--- src/pkg/pnfs_pkg.sv ---
package pnfs_pkg;

    // Bus widths of the flash array
    localparam int ADDR_W = 18;
    localparam int DATA_W = 16;

    // Operations the user may request
    typedef enum logic [2:0]
    {
        PNFS_OP_READ  = 3'h0,
        PNFS_OP_PGM   = 3'h1,
        PNFS_OP_SECT  = 3'h2,
        PNFS_OP_BLOCK = 3'h3,
        PNFS_OP_CHIP  = 3'h4
    } pnfs_op_e;

    // Unlock and command addresses
    localparam logic [ADDR_W-1:0] UNLOCK_ADDR_A = 18'h05555;
    localparam logic [ADDR_W-1:0] UNLOCK_ADDR_B = 18'h02aaa;
    localparam logic [ADDR_W-1:0] CHIP_ADDR     = 18'h05555;

    // Unlock and command codes
    localparam logic [DATA_W-1:0] UNLOCK_DATA_A = 16'h00aa;
    localparam logic [DATA_W-1:0] UNLOCK_DATA_B = 16'h0055;
    localparam logic [DATA_W-1:0] PGM_CODE      = 16'h00a0;
    localparam logic [DATA_W-1:0] ERASE_SETUP   = 16'h0080;
    localparam logic [DATA_W-1:0] SECT_CODE     = 16'h0030;
    localparam logic [DATA_W-1:0] BLOCK_CODE    = 16'h0050;
    localparam logic [DATA_W-1:0] CHIP_CODE     = 16'h0010;

    // Lowest address bit that selects a sector or a block
    localparam int SECT_LSB  = 11;
    localparam int BLOCK_LSB = 15;

    // Sequence lengths in bus cycles
    localparam logic [2:0] PGM_STEPS   = 3'h4;
    localparam logic [2:0] ERASE_STEPS = 3'h6;

    // Status bit positions
    localparam int POLL_BIT   = 7;
    localparam int TOGGLE_BIT = 6;

    // Bus timing, in ns at the 100 MHz clock
    localparam int CLK_PERIOD_NS = 10;
    localparam int T_SETUP_NS    = 10;
    localparam int T_WP_NS       = 40;
    localparam int T_HOLD_NS     = 10;
    localparam int T_ACC_NS      = 70;
    localparam int CNT_W         = 4;
    localparam logic [CNT_W-1:0] SETUP_CYC = CNT_W'((T_SETUP_NS + CLK_PERIOD_NS - 1) / CLK_PERIOD_NS);
    localparam logic [CNT_W-1:0] WP_CYC    = CNT_W'((T_WP_NS + CLK_PERIOD_NS - 1) / CLK_PERIOD_NS);
    localparam logic [CNT_W-1:0] HOLD_CYC  = CNT_W'((T_HOLD_NS + CLK_PERIOD_NS - 1) / CLK_PERIOD_NS);
    localparam logic [CNT_W-1:0] ACC_CYC   = CNT_W'((T_ACC_NS + CLK_PERIOD_NS - 1) / CLK_PERIOD_NS);

    // Longest program time and the matching cycle budget (rounded down)
    localparam int TO_W          = 24;
    localparam int PGM_MAX_US    = 40;
    localparam logic [TO_W-1:0] PGM_TIMEOUT_CYC = TO_W'(PGM_MAX_US * 1000 / CLK_PERIOD_NS);

    // Erase budget default: 100 ms expressed in cycles
    localparam int ERASE_MAX_MS  = 100;
    localparam int ERASE_TIMEOUT_DEF = ERASE_MAX_MS * 100000;

endpackage : pnfs_pkg

--- src/pkg/pnfs_cyc_if.sv ---
`timescale 1ns/1ps

// One flash bus cycle: request from the sequencer, completion from the pin driver
interface pnfs_cyc_if;
    logic                      req;    // One-cycle start pulse
    logic                      wr;     // High for a write cycle, low for a read
    logic [pnfs_pkg::ADDR_W-1:0] addr; // Address of the cycle
    logic [pnfs_pkg::DATA_W-1:0] wdata; // Data for a write cycle
    logic                      done;   // One-cycle end pulse
    logic [pnfs_pkg::DATA_W-1:0] rdata; // Data sampled by a read cycle

    modport seq (output req, wr, addr, wdata, input done, rdata);
    modport phy (input req, wr, addr, wdata, output done, rdata);
endinterface : pnfs_cyc_if

--- src/verilog/pnfs_sequencer.sv ---
// Operation
// - Host writes with strobe low, select low
// - Read only with select and gate low
// - Host erases sector before programming word; the program op does not erase, the caller does
// - Program: two unlock cycles and A0H, then address/data
// - Sector erase: six cycles, 30H last
// - Block erase: six cycles, 50H last
// - Chip erase: six cycles, 10H at 5555H
`timescale 1ns/1ps

module pnfs_sequencer
#(
    // Erase completion budget in clock cycles
    parameter int ERASE_TIMEOUT_CYC = pnfs_pkg::ERASE_TIMEOUT_DEF
)
(
    // Clock and reset
    input  wire logic                          ref_clk,
    input  wire logic                          sys_rst,
    // User command port
    input  wire logic                          cmd_valid,
    input  wire logic [2:0]                    cmd_op,
    input  wire logic [pnfs_pkg::ADDR_W-1:0]   cmd_addr,
    input  wire logic [pnfs_pkg::DATA_W-1:0]   cmd_wdata,
    output logic                               cmd_ready,
    // User response port
    output logic                               rsp_valid,
    output logic [pnfs_pkg::DATA_W-1:0]        rsp_rdata,
    output logic                               rsp_timeout,
    // Flash pins
    output logic [pnfs_pkg::ADDR_W-1:0]        address_lines,
    output logic                               chip_sel_n,
    output logic                               out_gate_n,
    output logic                               wr_strobe_n,
    output logic [pnfs_pkg::DATA_W-1:0]        data_lines_wr,
    output logic                               data_lines_wr_en,
    input  wire logic [pnfs_pkg::DATA_W-1:0]   data_lines_rd
);

    // Sequencer states, Gray coded from IDLE to FINAL along the write and poll path
    typedef enum logic [2:0]
    {
        PNFS_ST_IDLE  = 3'b000,
        PNFS_ST_CMD   = 3'b001,
        PNFS_ST_POLL1 = 3'b011,
        PNFS_ST_POLL2 = 3'b010,
        PNFS_ST_FINAL = 3'b110,
        PNFS_ST_READ  = 3'b100
    } pnfs_st_e;

    // Address and data of one command step
    typedef struct packed
    {
        logic [pnfs_pkg::ADDR_W-1:0] addr;
        logic [pnfs_pkg::DATA_W-1:0] data;
    } pnfs_step_s;

    // Bus cycle between sequencer and pin driver
    pnfs_cyc_if cyc ();

    pnfs_st_e                      st_q,    st_d;    // Sequencer state
    pnfs_pkg::pnfs_op_e            op_q,    op_d;    // Operation in hand
    logic [pnfs_pkg::ADDR_W-1:0]   addr_q,  addr_d;  // Target address
    logic [pnfs_pkg::DATA_W-1:0]   wdat_q,  wdat_d;  // Program word
    logic [2:0]                    idx_q,   idx_d;   // Command step index
    logic                          tog_q,   tog_d;   // Previous toggle bit
    logic [pnfs_pkg::TO_W-1:0]     to_q,    to_d;    // Busy-time counter
    logic                          req_q,   req_d;   // Cycle start pulse
    logic                          wr_q,    wr_d;    // Cycle kind
    pnfs_step_s                    cs_q,    cs_d;    // Cycle address/data
    logic                          rdy_q,   rdy_d;   // Command accepted
    logic                          rv_q,    rv_d;    // Response pulse
    logic [pnfs_pkg::DATA_W-1:0]   rdat_q,  rdat_d;  // Response data
    logic                          rto_q,   rto_d;   // Response timed out
    logic [pnfs_pkg::TO_W-1:0]     limit;            // Budget for this op

    // Command step table: unlock, setup (A0H for program), second unlock or program word, final erase code
    function automatic pnfs_step_s pnfs_step(input pnfs_pkg::pnfs_op_e op,
                                             input logic [2:0] idx,
                                             input logic [pnfs_pkg::ADDR_W-1:0] a,
                                             input logic [pnfs_pkg::DATA_W-1:0] d);
        pnfs_step_s s;
        s = '{addr: pnfs_pkg::UNLOCK_ADDR_A, data: pnfs_pkg::UNLOCK_DATA_A};
        case (idx)
            3'h0: s = '{addr: pnfs_pkg::UNLOCK_ADDR_A, data: pnfs_pkg::UNLOCK_DATA_A};
            3'h1: s = '{addr: pnfs_pkg::UNLOCK_ADDR_B, data: pnfs_pkg::UNLOCK_DATA_B};
            3'h2: s = '{addr: pnfs_pkg::UNLOCK_ADDR_A,
                        data: (op == pnfs_pkg::PNFS_OP_PGM) ? pnfs_pkg::PGM_CODE : pnfs_pkg::ERASE_SETUP};
            // caller pre-erases word; programming only clears bits
            // fourth program cycle carries word address and data
            3'h3: s = (op == pnfs_pkg::PNFS_OP_PGM) ? pnfs_step_s'{addr: a, data: d}
                      : pnfs_step_s'{addr: pnfs_pkg::UNLOCK_ADDR_A, data: pnfs_pkg::UNLOCK_DATA_A};
            3'h4: s = '{addr: pnfs_pkg::UNLOCK_ADDR_B, data: pnfs_pkg::UNLOCK_DATA_B};
            3'h5:
            begin
                case (op)
                    pnfs_pkg::PNFS_OP_SECT:
                        s = '{addr: {a[pnfs_pkg::ADDR_W-1:pnfs_pkg::SECT_LSB], 11'h000},
                              data: pnfs_pkg::SECT_CODE};
                    pnfs_pkg::PNFS_OP_BLOCK:
                        s = '{addr: {a[pnfs_pkg::ADDR_W-1:pnfs_pkg::BLOCK_LSB], 15'h0000},
                              data: pnfs_pkg::BLOCK_CODE};
                    // chip code at the fixed address
                    default:
                        s = '{addr: pnfs_pkg::CHIP_ADDR, data: pnfs_pkg::CHIP_CODE};
                endcase
            end
            default: s = '{addr: pnfs_pkg::UNLOCK_ADDR_A, data: pnfs_pkg::UNLOCK_DATA_A};
        endcase
        return s;
    endfunction : pnfs_step

    // Sequence length: program is short, every erase is six cycles
    function automatic logic [2:0] pnfs_len(input pnfs_pkg::pnfs_op_e op);
        return (op == pnfs_pkg::PNFS_OP_PGM) ? pnfs_pkg::PGM_STEPS : pnfs_pkg::ERASE_STEPS;
    endfunction : pnfs_len

    // program gets the 40 us budget, erase its own
    assign limit = (op_q == pnfs_pkg::PNFS_OP_PGM) ? pnfs_pkg::PGM_TIMEOUT_CYC
                 : pnfs_pkg::TO_W'(ERASE_TIMEOUT_CYC);

    // Sequencer next-state logic
    always_comb
    begin
        st_d   = st_q;
        op_d   = op_q;
        addr_d = addr_q;
        wdat_d = wdat_q;
        idx_d  = idx_q;
        tog_d  = tog_q;
        to_d   = to_q;
        req_d  = 1'b0;
        wr_d   = wr_q;
        cs_d   = cs_q;
        rv_d   = 1'b0;
        rdat_d = rdat_q;
        rto_d  = rto_q;
        // Busy time counts from the end of the last command cycle
        if (st_q == PNFS_ST_POLL1 || st_q == PNFS_ST_POLL2)
        begin
            to_d = to_q + 24'h000001;
        end
        case (st_q)
            PNFS_ST_IDLE:
            begin
                if (cmd_valid)
                begin
                    op_d   = pnfs_pkg::pnfs_op_e'(cmd_op);
                    addr_d = cmd_addr;
                    wdat_d = cmd_wdata;
                    idx_d  = 3'h0;
                    rto_d  = 1'b0;
                    req_d  = 1'b1;
                    if (pnfs_pkg::pnfs_op_e'(cmd_op) == pnfs_pkg::PNFS_OP_READ)
                    begin
                        wr_d = 1'b0;
                        cs_d = '{addr: cmd_addr, data: 16'h0000};
                        st_d = PNFS_ST_READ;
                    end
                    else
                    begin
                        wr_d = 1'b1;
                        cs_d = pnfs_step(pnfs_pkg::pnfs_op_e'(cmd_op), 3'h0, cmd_addr, cmd_wdata);
                        st_d = PNFS_ST_CMD;
                    end
                end
            end
            PNFS_ST_CMD:
            begin
                if (cyc.done)
                begin
                    req_d = 1'b1;
                    if (idx_q == pnfs_len(op_q) - 3'h1)
                    begin
                        // last cycle done, erase/program now running
                        // watch completion by polling status reads
                        wr_d = 1'b0;
                        cs_d = '{addr: addr_q, data: 16'h0000};
                        to_d = 24'h000000;
                        st_d = PNFS_ST_POLL1;
                    end
                    else
                    begin
                        idx_d = idx_q + 3'h1;
                        cs_d  = pnfs_step(op_q, idx_q + 3'h1, addr_q, wdat_q);
                    end
                end
            end
            PNFS_ST_POLL1:
            begin
                if (cyc.done)
                begin
                    tog_d = cyc.rdata[pnfs_pkg::TOGGLE_BIT];
                    req_d = 1'b1;
                    st_d  = PNFS_ST_POLL2;
                end
            end
            PNFS_ST_POLL2:
            begin
                if (cyc.done)
                begin
                    req_d = 1'b1;
                    // a steady toggle bit marks the end
                    if (cyc.rdata[pnfs_pkg::TOGGLE_BIT] == tog_q)
                    begin
                        st_d = PNFS_ST_FINAL;
                    end
                    else if (to_q >= limit)
                    begin
                        // Stuck device: give up, report, stay usable
                        req_d = 1'b0;
                        rto_d = 1'b1;
                        rv_d  = 1'b1;
                        rdat_d = cyc.rdata;
                        st_d  = PNFS_ST_IDLE;
                    end
                    else
                    begin
                        tog_d = cyc.rdata[pnfs_pkg::TOGGLE_BIT];
                    end
                end
            end
            PNFS_ST_FINAL, PNFS_ST_READ:
            begin
                if (cyc.done)
                begin
                    // array data is read back with no further command
                    rv_d   = 1'b1;
                    rdat_d = cyc.rdata;
                    st_d   = PNFS_ST_IDLE;
                end
            end
            default:
            begin
                st_d = PNFS_ST_IDLE;
            end
        endcase
        // no new command is taken while an operation runs
        rdy_d = (st_d == PNFS_ST_IDLE) && !(st_q == PNFS_ST_IDLE && cmd_valid);
    end

    // Sequencer registers
    always_ff @(posedge ref_clk)
    begin
        if (sys_rst)
        begin
            st_q   <= PNFS_ST_IDLE;
            op_q   <= pnfs_pkg::PNFS_OP_READ;
            addr_q <= 18'h00000;
            wdat_q <= 16'h0000;
            idx_q  <= 3'h0;
            tog_q  <= 1'b0;
            to_q   <= 24'h000000;
            req_q  <= 1'b0;
            wr_q   <= 1'b0;
            cs_q   <= '{addr: 18'h00000, data: 16'h0000};
            rdy_q  <= 1'b0;
            rv_q   <= 1'b0;
            rdat_q <= 16'h0000;
            rto_q  <= 1'b0;
        end
        else
        begin
            st_q   <= st_d;
            op_q   <= op_d;
            addr_q <= addr_d;
            wdat_q <= wdat_d;
            idx_q  <= idx_d;
            tog_q  <= tog_d;
            to_q   <= to_d;
            req_q  <= req_d;
            wr_q   <= wr_d;
            cs_q   <= cs_d;
            rdy_q  <= rdy_d;
            rv_q   <= rv_d;
            rdat_q <= rdat_d;
            rto_q  <= rto_d;
        end
    end

    // Cycle request towards the pin driver
    assign cyc.req   = req_q;
    assign cyc.wr    = wr_q;
    assign cyc.addr  = cs_q.addr;
    assign cyc.wdata = cs_q.data;

    // User outputs from flops
    assign cmd_ready   = rdy_q;
    assign rsp_valid   = rv_q;
    assign rsp_rdata   = rdat_q;
    assign rsp_timeout = rto_q;

    // Pin driver; the data bus is driven only on write cycles
    pnfs_bus_cycle u_bus
    (
        .ref_clk          (ref_clk),
        .sys_rst          (sys_rst),
        .cyc              (cyc),
        .address_lines    (address_lines),
        .chip_sel_n       (chip_sel_n),
        .out_gate_n       (out_gate_n),
        .wr_strobe_n      (wr_strobe_n),
        .data_lines_wr    (data_lines_wr),
        .data_lines_wr_en (data_lines_wr_en),
        .data_lines_rd    (data_lines_rd)
    );

endmodule : pnfs_sequencer

--- src/verilog/pnfs_bus_cycle.sv ---
`timescale 1ns/1ps

// Drives the flash pins through a single read or write bus cycle
module pnfs_bus_cycle
(
    // Clock and reset
    input  wire logic                          ref_clk,
    input  wire logic                          sys_rst,
    // Cycle requests
    pnfs_cyc_if.phy                            cyc,
    // Flash pins
    output logic [pnfs_pkg::ADDR_W-1:0]        address_lines,
    output logic                               chip_sel_n,
    output logic                               out_gate_n,
    output logic                               wr_strobe_n,
    output logic [pnfs_pkg::DATA_W-1:0]        data_lines_wr,
    output logic                               data_lines_wr_en,
    input  wire logic [pnfs_pkg::DATA_W-1:0]   data_lines_rd
);

    // Cycle phases, Gray coded
    typedef enum logic [1:0]
    {
        PNFS_PH_IDLE   = 2'b00,
        PNFS_PH_SETUP  = 2'b01,
        PNFS_PH_STROBE = 2'b11,
        PNFS_PH_HOLD   = 2'b10
    } pnfs_ph_e;

    pnfs_ph_e                      ph_q,    ph_d;    // Current phase
    logic [pnfs_pkg::CNT_W-1:0]    cnt_q,   cnt_d;   // Cycles left in phase
    logic                          wr_q,    wr_d;    // Cycle kind
    logic [pnfs_pkg::ADDR_W-1:0]   addr_q,  addr_d;  // Address on the pins
    logic [pnfs_pkg::DATA_W-1:0]   dout_q,  dout_d;  // Data on the pins
    logic                          doe_q,   doe_d;   // Data drive enable
    logic                          ce_n_q,  ce_n_d;  // Chip select
    logic                          oe_n_q,  oe_n_d;  // Output gate
    logic                          we_n_q,  we_n_d;  // Write strobe
    logic                          done_q,  done_d;  // End pulse
    logic [pnfs_pkg::DATA_W-1:0]   rdat_q,  rdat_d;  // Sampled read data

    // Next-state logic for the pin sequence
    always_comb
    begin
        ph_d   = ph_q;
        cnt_d  = cnt_q;
        wr_d   = wr_q;
        addr_d = addr_q;
        dout_d = dout_q;
        doe_d  = doe_q;
        ce_n_d = ce_n_q;
        oe_n_d = oe_n_q;
        we_n_d = we_n_q;
        done_d = 1'b0;
        rdat_d = rdat_q;
        case (ph_q)
            PNFS_PH_IDLE:
            begin
                if (cyc.req)
                begin
                    // Address and data settle with chip select low, strobe still high
                    addr_d = cyc.addr;
                    dout_d = cyc.wdata;
                    wr_d   = cyc.wr;
                    doe_d  = cyc.wr;
                    ce_n_d = 1'b0;
                    cnt_d  = pnfs_pkg::SETUP_CYC - 4'h1;
                    ph_d   = PNFS_PH_SETUP;
                end
            end
            PNFS_PH_SETUP:
            begin
                if (cnt_q != 4'h0)
                begin
                    cnt_d = cnt_q - 4'h1;
                end
                else if (wr_q)
                begin
                    // strobe falls last, device takes address here
                    we_n_d = 1'b0;
                    cnt_d  = pnfs_pkg::WP_CYC - 4'h1;
                    ph_d   = PNFS_PH_STROBE;
                end
                else
                begin
                    // read with select and gate both low
                    oe_n_d = 1'b0;
                    cnt_d  = pnfs_pkg::ACC_CYC - 4'h1;
                    ph_d   = PNFS_PH_STROBE;
                end
            end
            PNFS_PH_STROBE:
            begin
                if (cnt_q != 4'h0)
                begin
                    cnt_d = cnt_q - 4'h1;
                end
                else
                begin
                    // strobe rises first, data still held
                    we_n_d = 1'b1;
                    oe_n_d = 1'b1;
                    if (!wr_q)
                    begin
                        rdat_d = data_lines_rd;
                    end
                    cnt_d = pnfs_pkg::HOLD_CYC - 4'h1;
                    ph_d  = PNFS_PH_HOLD;
                end
            end
            PNFS_PH_HOLD:
            begin
                if (cnt_q != 4'h0)
                begin
                    cnt_d = cnt_q - 4'h1;
                end
                else
                begin
                    // Release the bus and report completion
                    ce_n_d = 1'b1;
                    doe_d  = 1'b0;
                    done_d = 1'b1;
                    ph_d   = PNFS_PH_IDLE;
                end
            end
            default:
            begin
                ph_d = PNFS_PH_IDLE;
            end
        endcase
    end

    // Registers; the pins idle deselected with the data bus released
    always_ff @(posedge ref_clk)
    begin
        if (sys_rst)
        begin
            ph_q   <= PNFS_PH_IDLE;
            cnt_q  <= 4'h0;
            wr_q   <= 1'b0;
            addr_q <= 18'h00000;
            dout_q <= 16'h0000;
            doe_q  <= 1'b0;
            ce_n_q <= 1'b1;
            oe_n_q <= 1'b1;
            we_n_q <= 1'b1;
            done_q <= 1'b0;
            rdat_q <= 16'h0000;
        end
        else
        begin
            ph_q   <= ph_d;
            cnt_q  <= cnt_d;
            wr_q   <= wr_d;
            addr_q <= addr_d;
            dout_q <= dout_d;
            doe_q  <= doe_d;
            ce_n_q <= ce_n_d;
            oe_n_q <= oe_n_d;
            we_n_q <= we_n_d;
            done_q <= done_d;
            rdat_q <= rdat_d;
        end
    end

    // Pin and handshake outputs straight from flops
    assign address_lines    = addr_q;
    assign chip_sel_n       = ce_n_q;
    assign out_gate_n       = oe_n_q;
    assign wr_strobe_n      = we_n_q;
    assign data_lines_wr    = dout_q;
    assign data_lines_wr_en = doe_q;
    assign cyc.done         = done_q;
    assign cyc.rdata        = rdat_q;

endmodule : pnfs_bus_cycle

--- config.mk ---
export PLATFORM = sky130hd
export DESIGN_NAME = pnfs_sequencer
export DESIGN_NICKNAME = d
export VERILOG_FILES = /design/src/pkg/pnfs_pkg.sv /design/src/pkg/pnfs_cyc_if.sv /design/src/verilog/pnfs_sequencer.sv /design/src/verilog/pnfs_bus_cycle.sv
export SDC_FILE = /design/constraint.sdc
export NUM_CORES = 1
export LEC_CHECK = 0
export BUFFER_PORTS_ARGS = -buffer_cell sky130_fd_sc_hd__buf_2
export CORE_ASPECT_RATIO = 0.6
export CORE_MARGIN = 10
export CORE_UTILIZATION = 57
export CTS_CLUSTER_DIAMETER = 60
export DETAILED_ROUTE_END_ITERATION = 6
export PLACE_DENSITY = 0.86
export SYNTH_ARGS = -nofsm -noshare
export SYNTH_HDL_FRONTEND = slang
export SYNTH_SLANG_ARGS = --single-unit
--- constraint.sdc ---
create_clock -name ref_clk -period 3.1 [get_ports ref_clk]
set_input_delay 0.31 -clock ref_clk [delete_from_list [all_inputs] [get_ports ref_clk]]
set_output_delay 0.31 -clock ref_clk [all_outputs]
set_load 0.02 [all_outputs]
# ---- Word-level counts from Yosys, hierarchy flattened
# Cells that the tools add are included.
dict set report word_totals {
  out_inout_bits 57
  word_cells 185
  register_bits 185
}
dict set report classes {
  reduce_logical 33
  add_sub_neg 4
  magnitude_cmp 1
  n_eq_ne 35
  bitwise_logic 3
  mux 83
}
# op count
set op_table {}
lappend op_table {{two-way mux 34 bit} 5}
lappend op_table {{case mux 34 bit (2 select lines)} 2}
lappend op_table {{case mux 34 bit (4 select lines)} 1}
lappend op_table {{two-way mux 24 bit} 5}
lappend op_table {{two-way mux 16 bit} 4}
lappend op_table {{two-way mux 3 bit} 13}
lappend op_table {{case mux 16 bit (2 select lines)} 1}
lappend op_table {{two-way mux 1 bit} 29}
lappend op_table {{adder 24 x 1 -> 24 bit, second input constant} 1}
lappend op_table {{>= comparator 24 bit} 1}
lappend op_table {{inequality test 2 bit, second input constant} 10}
lappend op_table {{AND reduction 4 bit} 5}
lappend op_table {{== test 3 x 2 -> 1 bit, second input constant} 6}
lappend op_table {{two-way mux 4 bit} 4}
lappend op_table {{case mux 1 bit (2 select lines)} 8}
lappend op_table {{case mux 4 bit (4 select lines)} 1}
lappend op_table {{case mux 3 bit (5 select lines)} 1}
lappend op_table {{AND reduction 5 bit} 3}
lappend op_table {{inequality test 2 x 1 -> 1 bit, second input constant} 7}
lappend op_table {{== test 3 bit, second input constant} 4}
lappend op_table {{nonzero test 2 bit} 6}
lappend op_table {{two-way mux 2 bit} 5}
lappend op_table {{== test 3 x 1 -> 1 bit, second input constant} 3}
lappend op_table {{logical NOT 3 bit} 3}
lappend op_table {{20 further kinds} 31}

# ---- Logic depth before layout (Yosys ltp)
# Gate-level depths: netlist of the first run.
dict set report logic_depth {
  ltp_word 9
  mapped_depth 11
  ltp_nobuf 9
}

# ---- By module
# A second synthesis of the first run with hierarchy kept.
dict set report unflattened {
  hier_cells 978
  area_unflattened_um2 8099.0
}
# module instances cells_per_inst area_each_um2 seq_area_each_um2
set modules_own_cells {}
lappend modules_own_cells {pnfs_sequencer 1 674 5729.2 2462.4}
lappend modules_own_cells {pnfs_bus_cycle 1 304 2369.8 1241.2}

# ---- Least setup slack after synthesis of the first run
# Ideal clock, no wire load.
dict set report synth_timing {
  kind {flip-flop to flip-flop}
  startpoint {register op_q[0]}
  endpoint {register rdat_q, in the netlist rsp_rdata[10]}
  setup_ps 72
  stages_incl_launch_ff 11
  synth_period_minus_slack_ps 2571
  path_slack_ps 529
  arrival_ps 2499
  path_cell_list {dfxtp_1 -> nor3b_4 -> inv_2 -> buf_2 -> ha_1 -> a41o_1 -> o221ai_2 -> o2111ai_4 -> o211ai_4 -> buf_8 -> mux2i_1}
}
dict set report synth_via {
  elab_chain_cells 5
}
# element line
set synth_lines {}
lappend synth_lines {{start: declaration} pnfs_sequencer.sv:62} ;# pnfs_pkg::pnfs_op_e op_q, op_d;
lappend synth_lines {{start signal: assignment} pnfs_sequencer.sv:248} ;# op_q <= pnfs_pkg::PNFS_OP_READ;
lappend synth_lines {{start signal: assignment} pnfs_sequencer.sv:265} ;# op_q <= op_d;
lappend synth_lines {{== test 3 x 1 -> 1 bit} pnfs_sequencer.sv:119} ;# assign limit = (op_q == pnfs_pkg::PNFS_OP_PGM) ? pnfs_pkg::PGM_TIMEOUT_CYC
lappend synth_lines {{two-way mux 24 bit} pnfs_sequencer.sv:119}
lappend synth_lines {{>= comparator 24 bit} pnfs_sequencer.sv:208} ;# else if (to_q >= limit)
lappend synth_lines {{inequality test 2 x 1 -> 1 bit (no source line)} --}
lappend synth_lines {{AND reduction 5 bit (no source line)} --}
lappend synth_lines {{end signal: assignment} pnfs_sequencer.sv:276} ;# rdat_q <= rdat_d;
lappend synth_lines {{end: declaration} pnfs_sequencer.sv:73} ;# logic [pnfs_pkg::DATA_W-1:0] rdat_q, rdat_d;
# Every way passes these cells.
# A chain may end at the register's enable or synchronous reset.

# ---- Final worst setup path of the first run
dict set report layout_timing {
  startpoint {register op_q[0]}
  endpoint {register rdat_q, in the netlist rsp_rdata[11]}
}
# Same word-level chain as after synthesis.

==> results of run 1 <==
worst reg2reg max path, delay by kind of cell (launching register included):
kind                     cells  cell delay (ns)
AO/OA/AOI/OAI                4             0.84
multiplexers                 1             0.24
adder cells (fa/ha/maj)      1             0.33
buffers and inverters        2             0.52
flip-flops                   1             0.47
AND/OR/NAND/NOR              1             0.41
registers in the layout, summed over array words and instances, names as in the netlist, 2 cells and up:
signal               cells
u_bus.cnt_q              4
u_bus.address_lines     18
u_bus.ph_q               2
idx_q                    3
to_q                    24
rsp_rdata               16
addr_q                  18
st_q                     3
cyc.addr                18
wdat_q                  16
u_bus.data_lines_wr     16
cyc.wdata               16
op_q                     3
u_bus.cyc.rdata         16
worst max-delay path by stage:
| stage | from | to | slack (ns) | cells after the start |
|---|---|---|---|---|
| floorplan | op_q[0] | rsp_rdata[10] | 0.53 | 10 |
| global placement | op_q[0] | rsp_rdata[4] | 0.44 | 9 |
| detailed placement | op_q[0] | rsp_rdata[9] | 0.27 | 9 |
| CTS | op_q[0] | rsp_rdata[9] | 0.27 | 9 |
| global route | op_q[0] | rsp_rdata[11] | 0.09 | 9 |
| finish | op_q[0] | rsp_rdata[11] | 0.23 | 9 |
layout make-up:
| type | count | area, sq um |
|---|---|---|
| multi-input cells | 723 | 3980 |
| repair buffers | 126 | 668 |
| flip-flops and latches | 185 | 3700 |
| clock inverters | 14 | 203 |
| clock buffers | 18 | 439 |
| well taps | 192 | 240 |
| inverters | 21 | 78.8 |
| fillers | 1107 | 4400 |
placed cells by master, fill, tap and decap left out, types with 18 or more instances in the layout:
master	Yosys	final
a21oi_1	123	123
nor3_1	18	18
nor2_1	83	81
dfxtp_1	185	185
nand2_1	226	226
o21ai_0	19	19
mux2i_1	19	19
a211oi_1	19	19
buf_2	4	111
inv_1	20	20
nand2b_1	39	39
through the flow:
stage | std cells | cell area (sq um) | power [mW] | utilization | worst slack (ns)
6_report | 1279 | 9310 | 6.18 | 0.679 | 0.228
3_5_place_dp | 1247 | 8670 | 3.87 | 0.632 | 0.269
5_1_grt | 1279 | 9310 | 6.44 | 0.679 | 0.0885
4_1_cts | 1279 | 9310 | 6.17 | 0.679 | 0.266
3_3_place_gp | 1247 | 8670 | 3.83 | 0.632 | 0.438
2_1_floorplan | 989 | 8000 | 3.53 | - | 0.529
power by group:
part           switching [mW]  total [mW]  internal [mW]
registers               0.172        2.74           2.57
logic                   0.715        1.11          0.395
clock network            1.00        2.33           1.32
per-layer routing:
layer  vias up  GRT usage  part of all wire
li1       3529          -                 -
met1      3377      0.285              0.45
met2       354      0.334              0.45
met3        40     0.0536             0.088
met4         0     0.0521             0.013
met5         -          0                 0
cells by family (layout without fill, tap and decap cells):
group / Yosys count / in the layout / share of synthesized area
xor+xnor: 28 / 28 / 0.0307
flops: 185 / 185 / 0.463
fa+ha+maj: 10 / 10 / 0.0156
simple gates: 435 / 435 / 0.247
buf+inv: 81 / 179 / 0.0410
mux: 19 / 19 / 0.0238
compound gates: 231 / 231 / 0.179
==> results.sh, run 1 <==
export IMPL_layout_drive_gt1_share=0.161
export IMPL_path_cells="nor3b_4 -> inv_2 -> ha_1 -> a41o_1 -> o221ai_2 -> o2111ai_4 -> o211ai_4 -> buf_4 -> mux2i_1"
export IMPL_finalCriticalPeriod_ns=2.87
export IMPL_cts_hold_buf=0
export IMPL_synth_most_common_cell="nand2_1"
export IMPL_hp_class="input pin to flop"
export IMPL_gr_total_overflow=0
export IMPL_antenna_found_initial=0
export IMPL_r2r_start="op_q[0]"
export IMPL_ys_seq_area_frac=0.463
export IMPL_period_share=0.926
export IMPL_worstSkewPairLatency_ns=0.43
export IMPL_drt_wl_total_mm=21.2
export IMPL_yosysTopAreaCell="dfxtp_1"
export IMPL_diodes=0
export IMPL_cts_resized=0
export IMPL_maxClockFrequency_mhz=348
export IMPL_crit_path_start_kind="flop"
export IMPL_dpl_hpwl_mm=14.9
export IMPL_reg2reg_slack_ns=0.23
export IMPL_die_w_um=173
export IMPL_numCtsBuffers=17
export IMPL_area_delta_synth_final_pct=16.4
export IMPL_ys_top_cells_by_count="nand2_1, dfxtp_1, a21oi_1, nor2_1, clkbuf_1"
export IMPL_rows=33
export IMPL_path_buf_inv=2
export IMPL_htreeDepth=4
export IMPL_post_cts_buffers=0
export IMPL_fin_nets=1140
export IMPL_netlist_area_sq_mm=0.00800
export IMPL_r2r_end="rsp_rdata[11]"
export IMPL_start_util=0.583
export IMPL_crit_path_max_fanout=16
export IMPL_worstPathArrival_ns=3.23
export IMPL_port_buffers=112
export IMPL_slew_viol_final=0
export IMPL_synth_edf_count=0
export IMPL_p_per_area_mw_per_mm2=664
export IMPL_grt_max_degree=47
export IMPL_critPathTopFamily="compound AO/OA/AOI/OAI gates"
export IMPL_yosys_warnings=0
export IMPL_synth_ff_type="dfxtp_1"
export IMPL_die_height_um=112
export IMPL_grt_pass1_wl_mm=34.6
export IMPL_rsz0062_at_grt="no"
export IMPL_synth_async_reset_ratio=0
export IMPL_post_drt_via_cell_ratio=5.71
export IMPL_wl_per_cell_um=16.6
export IMPL_drv_cap=0
export IMPL_whs_path_depth=3
export IMPL_hold_end="wdat_q[11]"
export IMPL_synthTopCellsByArea="dfxtp_1, nand2_1, a21oi_1"
export IMPL_synth_nets=1055
export IMPL_max_stage_delay_ns=0.47
export IMPL_vias=7300
export IMPL_cts_sinks=185
export IMPL_hold_ws_ns=0.113
export IMPL_critPathRequiredTime_ns=3.46
export IMPL_leakagePower_nw=3.67
export IMPL_core_sq_mm=0.0137
export IMPL_design_die_area_sq_mm=0.0193
export IMPL_io_pins=113
export IMPL_clk_pin_slew_worst_paths_ns=0.07
export IMPL_grt_usage=0.212
export IMPL_syn_inst=989
export IMPL_grt_pass1_vias=6803
export IMPL_place_congestion=0.917
export IMPL_drc=0
export IMPL_path_class="flop to flop"
export IMPL_cts_tree="done"
export IMPL_outcome="complete, no violations"
export IMPL_crit_slowest_cell="dfxtp_1"
export IMPL_ff2ff_path_depth=9
export IMPL_fin_setup_tns_ns=0
export IMPL_final_hold_viol_count=0
export IMPL_critPathCaptureType="flop"
export IMPL_finalSetupViolations=0
export IMPL_syn_area_per_cell_sq_um=8.09
export IMPL_drtAntennaViolNets=0
export IMPL_synth_top_area_frac=0.463
export IMPL_worst_slew_margin_rel=0.496
export IMPL_max_slew_worst_pin_slew_ns=0.755
export IMPL_cts_buffer_depth=2
export IMPL_synth_cell_types=63
export IMPL_min_from="cmd_wdata[11]"
export IMPL_first_pass_iters=6
export IMPL_clock_skew_ns=0.0119
export IMPL_cts_root_buf="clkbuf_16"
export IMPL_drt_iter0_drc=815
export IMPL_ys_ff_latch=185
export IMPL_vdd_drop_max_v=0.000367
No activity file was read; power rests on OpenSTA's default activity.
==> run 2: changes to the inputs <==
CELL_PAD_IN_SITES_DETAIL_PLACEMENT = 1   (was default)
CELL_PAD_IN_SITES_GLOBAL_PLACEMENT = 1   (was default)
CORE_MARGIN = 2   (was 10)
CORE_UTILIZATION = 42   (was 57)
PLACE_DENSITY = 0.78   (was 0.86)
==> run 2 against run 1 <==
Clock-buffer cell count unchanged. Largest cell class unchanged. Sequential cell count unchanged. Combinational power increased by 5%.
==> results.sh, run 2 (synthesized netlist as in run 1, its figures left out) <==
export IMPL_drtAntennaViolNets=0
export IMPL_core_sq_mm=0.0188
export IMPL_cts_resized=0
export IMPL_numCtsBuffers=17
export IMPL_drt_iter0_drc=467
export IMPL_seq_power_share=0.442
export IMPL_layout_commonest_cell="nand2_1"
export IMPL_grt_pass1_vias=7200
export IMPL_reg2reg_slack_ns=0.36
export IMPL_final_hold_viol_count=0
export IMPL_cts_hold_buf=0
export IMPL_top_register="to_q"
export IMPL_vias=7227
export IMPL_final_cell_mix="nand2_1, dfxtp_1, a21oi_1"
export IMPL_outcome="complete, no violations"
export IMPL_crit_path_max_fanout=16
export IMPL_die_height_um=111
export IMPL_fin_setup_tns_ns=0
export IMPL_instances_no_fill=1335
export IMPL_drv_cap=0
export IMPL_worstSkewPairLatency_ns=0.43
export IMPL_grt_pass1_wl_mm=39.0
export IMPL_port_buffers=112
export IMPL_vdd_drop_max_v=0.000375
export IMPL_diodes=0
export IMPL_antenna_found_initial=0
export IMPL_wl_per_cell_um=17.9
export IMPL_htreeDepth=4
export IMPL_critPathCaptureType="flop"
export IMPL_maxClockFrequency_mhz=366
export IMPL_io_pins=113
export IMPL_post_drt_via_cell_ratio=5.41
export IMPL_dpl_hpwl_mm=16.9
export IMPL_grt_usage=0.243
export IMPL_pwr_share_clk=0.372
export IMPL_period_share=0.882
export IMPL_grt_max_degree=65
export IMPL_worstPathArrival_ns=3.09
export IMPL_worst_slew_margin_rel=0.481
export IMPL_post_cts_buffers=0
export IMPL_cts_root_buf="clkbuf_16"
export IMPL_finalCriticalPeriod_ns=2.74
export IMPL_p_per_area_mw_per_mm2=664
export IMPL_crit_path_start_kind="flop"
export IMPL_slew_viol_final=0
export IMPL_p_comb_frac=0.186
export IMPL_clk_pin_slew_worst_paths_ns=0.07
export IMPL_design_die_area_sq_mm=0.0202
export IMPL_fin_nets=1142
export IMPL_first_pass_iters=5
export IMPL_crit_slowest_cell="dfxtp_1"
export IMPL_finalSetupViolations=0
export IMPL_switching_share=0.311
export IMPL_fillers=2304
export IMPL_drt_wl_total_mm=23.9
export IMPL_internal_power_mw=4.29
export IMPL_rows=39
export IMPL_area_delta_synth_final_pct=17.2
export IMPL_layout_drive_gt1_share=0.163
export IMPL_leakagePower_nw=3.67
export IMPL_start_util=0.425
export IMPL_power_switching_mw=1.94
export IMPL_max_slew_worst_pin_slew_ns=0.775
export IMPL_gr_total_overflow=0
export IMPL_clock_skew_ns=0.0104
export IMPL_path_cells="nor3b_4 -> inv_2 -> ha_1 -> a41o_1 -> o221ai_2 -> o2111ai_4 -> o211ai_4 -> buf_4 -> mux2i_1"
export IMPL_rsz0062_at_grt="no"
export IMPL_path_class="flop to flop"
export IMPL_dp_cells=1303
export IMPL_critPathRequiredTime_ns=3.45
export IMPL_max_stage_delay_ns=0.46
export IMPL_cts_tree="done"
export IMPL_place_congestion=0.891
export IMPL_cts_buffer_depth=2
export IMPL_cts_sinks=185
export IMPL_largest_register_ffs=24
export IMPL_drc=0
export IMPL_die_w_um=182
export IMPL_hp_class="input pin to flop"
## run 2: cell count changes in the layout (fill, tap and decap cells not counted), sizes merged
cell and change:
buf +2, inv -1, clkinvlp +2, clkinv -1
## run 2: cell type report
type / instances / area (sq um) / share of cell area
multi-input cells: 723 / 3980 / 0.424
clock buffers: 18 / 439 / 0.0468
inverters: 21 / 78.8 / 0.00841
clock inverters: 14 / 189 / 0.0201
repair buffers: 128 / 683 / 0.0729
well taps: 246 / 308 / 0.0328
flip-flops and latches: 185 / 3700 / 0.395
## run 2: final timing paths
check,end,cells past startpoint,startpoint
worst min register to register,u_bus.wr_strobe_n,2,u_bus.wr_strobe_n
worst max-delay path,rsp_rdata[2],9,op_q[0]
worst max register to register,rsp_rdata[2],9,op_q[0]
worst min-delay path,u_bus.cyc.rdata[12],3,data_lines_rd[12]
## run 2: power by group through the flow
stage / Clock (mW) / Combinational, mW / Sequential [mW]
final: 2.32 / 1.16 / 2.75
after detailed placement: 0 / 1.14 / 2.80
after global routing: 2.46 / 1.29 / 2.78
after floorplan: 0 / 0.776 / 2.75
after CTS: 2.35 / 1.15 / 2.75
after global placement: 0 / 1.10 / 2.79
## run 2: worst max-delay path, delay by kind of cell (launching register included)
kind,cells,cell delay [ns]
AO/OA/AOI/OAI,4,0.86
adder cells (fa/ha/maj),1,0.33
buffers and inverters,2,0.49
flip-flops,1,0.46
multiplexers,1,0.25
AND/OR/NAND/NOR,1,0.26
## run 2: through the flow
step / power, mW / utilization / setup WS, ns / area (sq um) / hold WS [ns]
2_1_floorplan: 3.53 / - / 0.529 / 8000 / 0.425
3_3_place_gp: 3.90 / 0.464 / 0.572 / 8750 / 0.431
3_5_place_dp: 3.93 / 0.464 / 0.395 / 8750 / 0.440
4_1_cts: 6.24 / 0.498 / 0.368 / 9380 / 0.105
5_1_grt: 6.53 / 0.498 / 0.139 / 9380 / 0.117
6_report: 6.22 / 0.498 / 0.364 / 9380 / 0.112
## run 2: per-layer routing
layer / wire length (um) / track usage / share of wire / vias up
met5: 0 / 0 / 0 / -
met4: 211 / 0.0522 / 0.0088 / 0
met3: 1140 / 0.0394 / 0.048 / 18
met2: 10300 / 0.363 / 0.43 / 174
met1: 12300 / 0.367 / 0.51 / 3498
li1: - / - / - / 3537
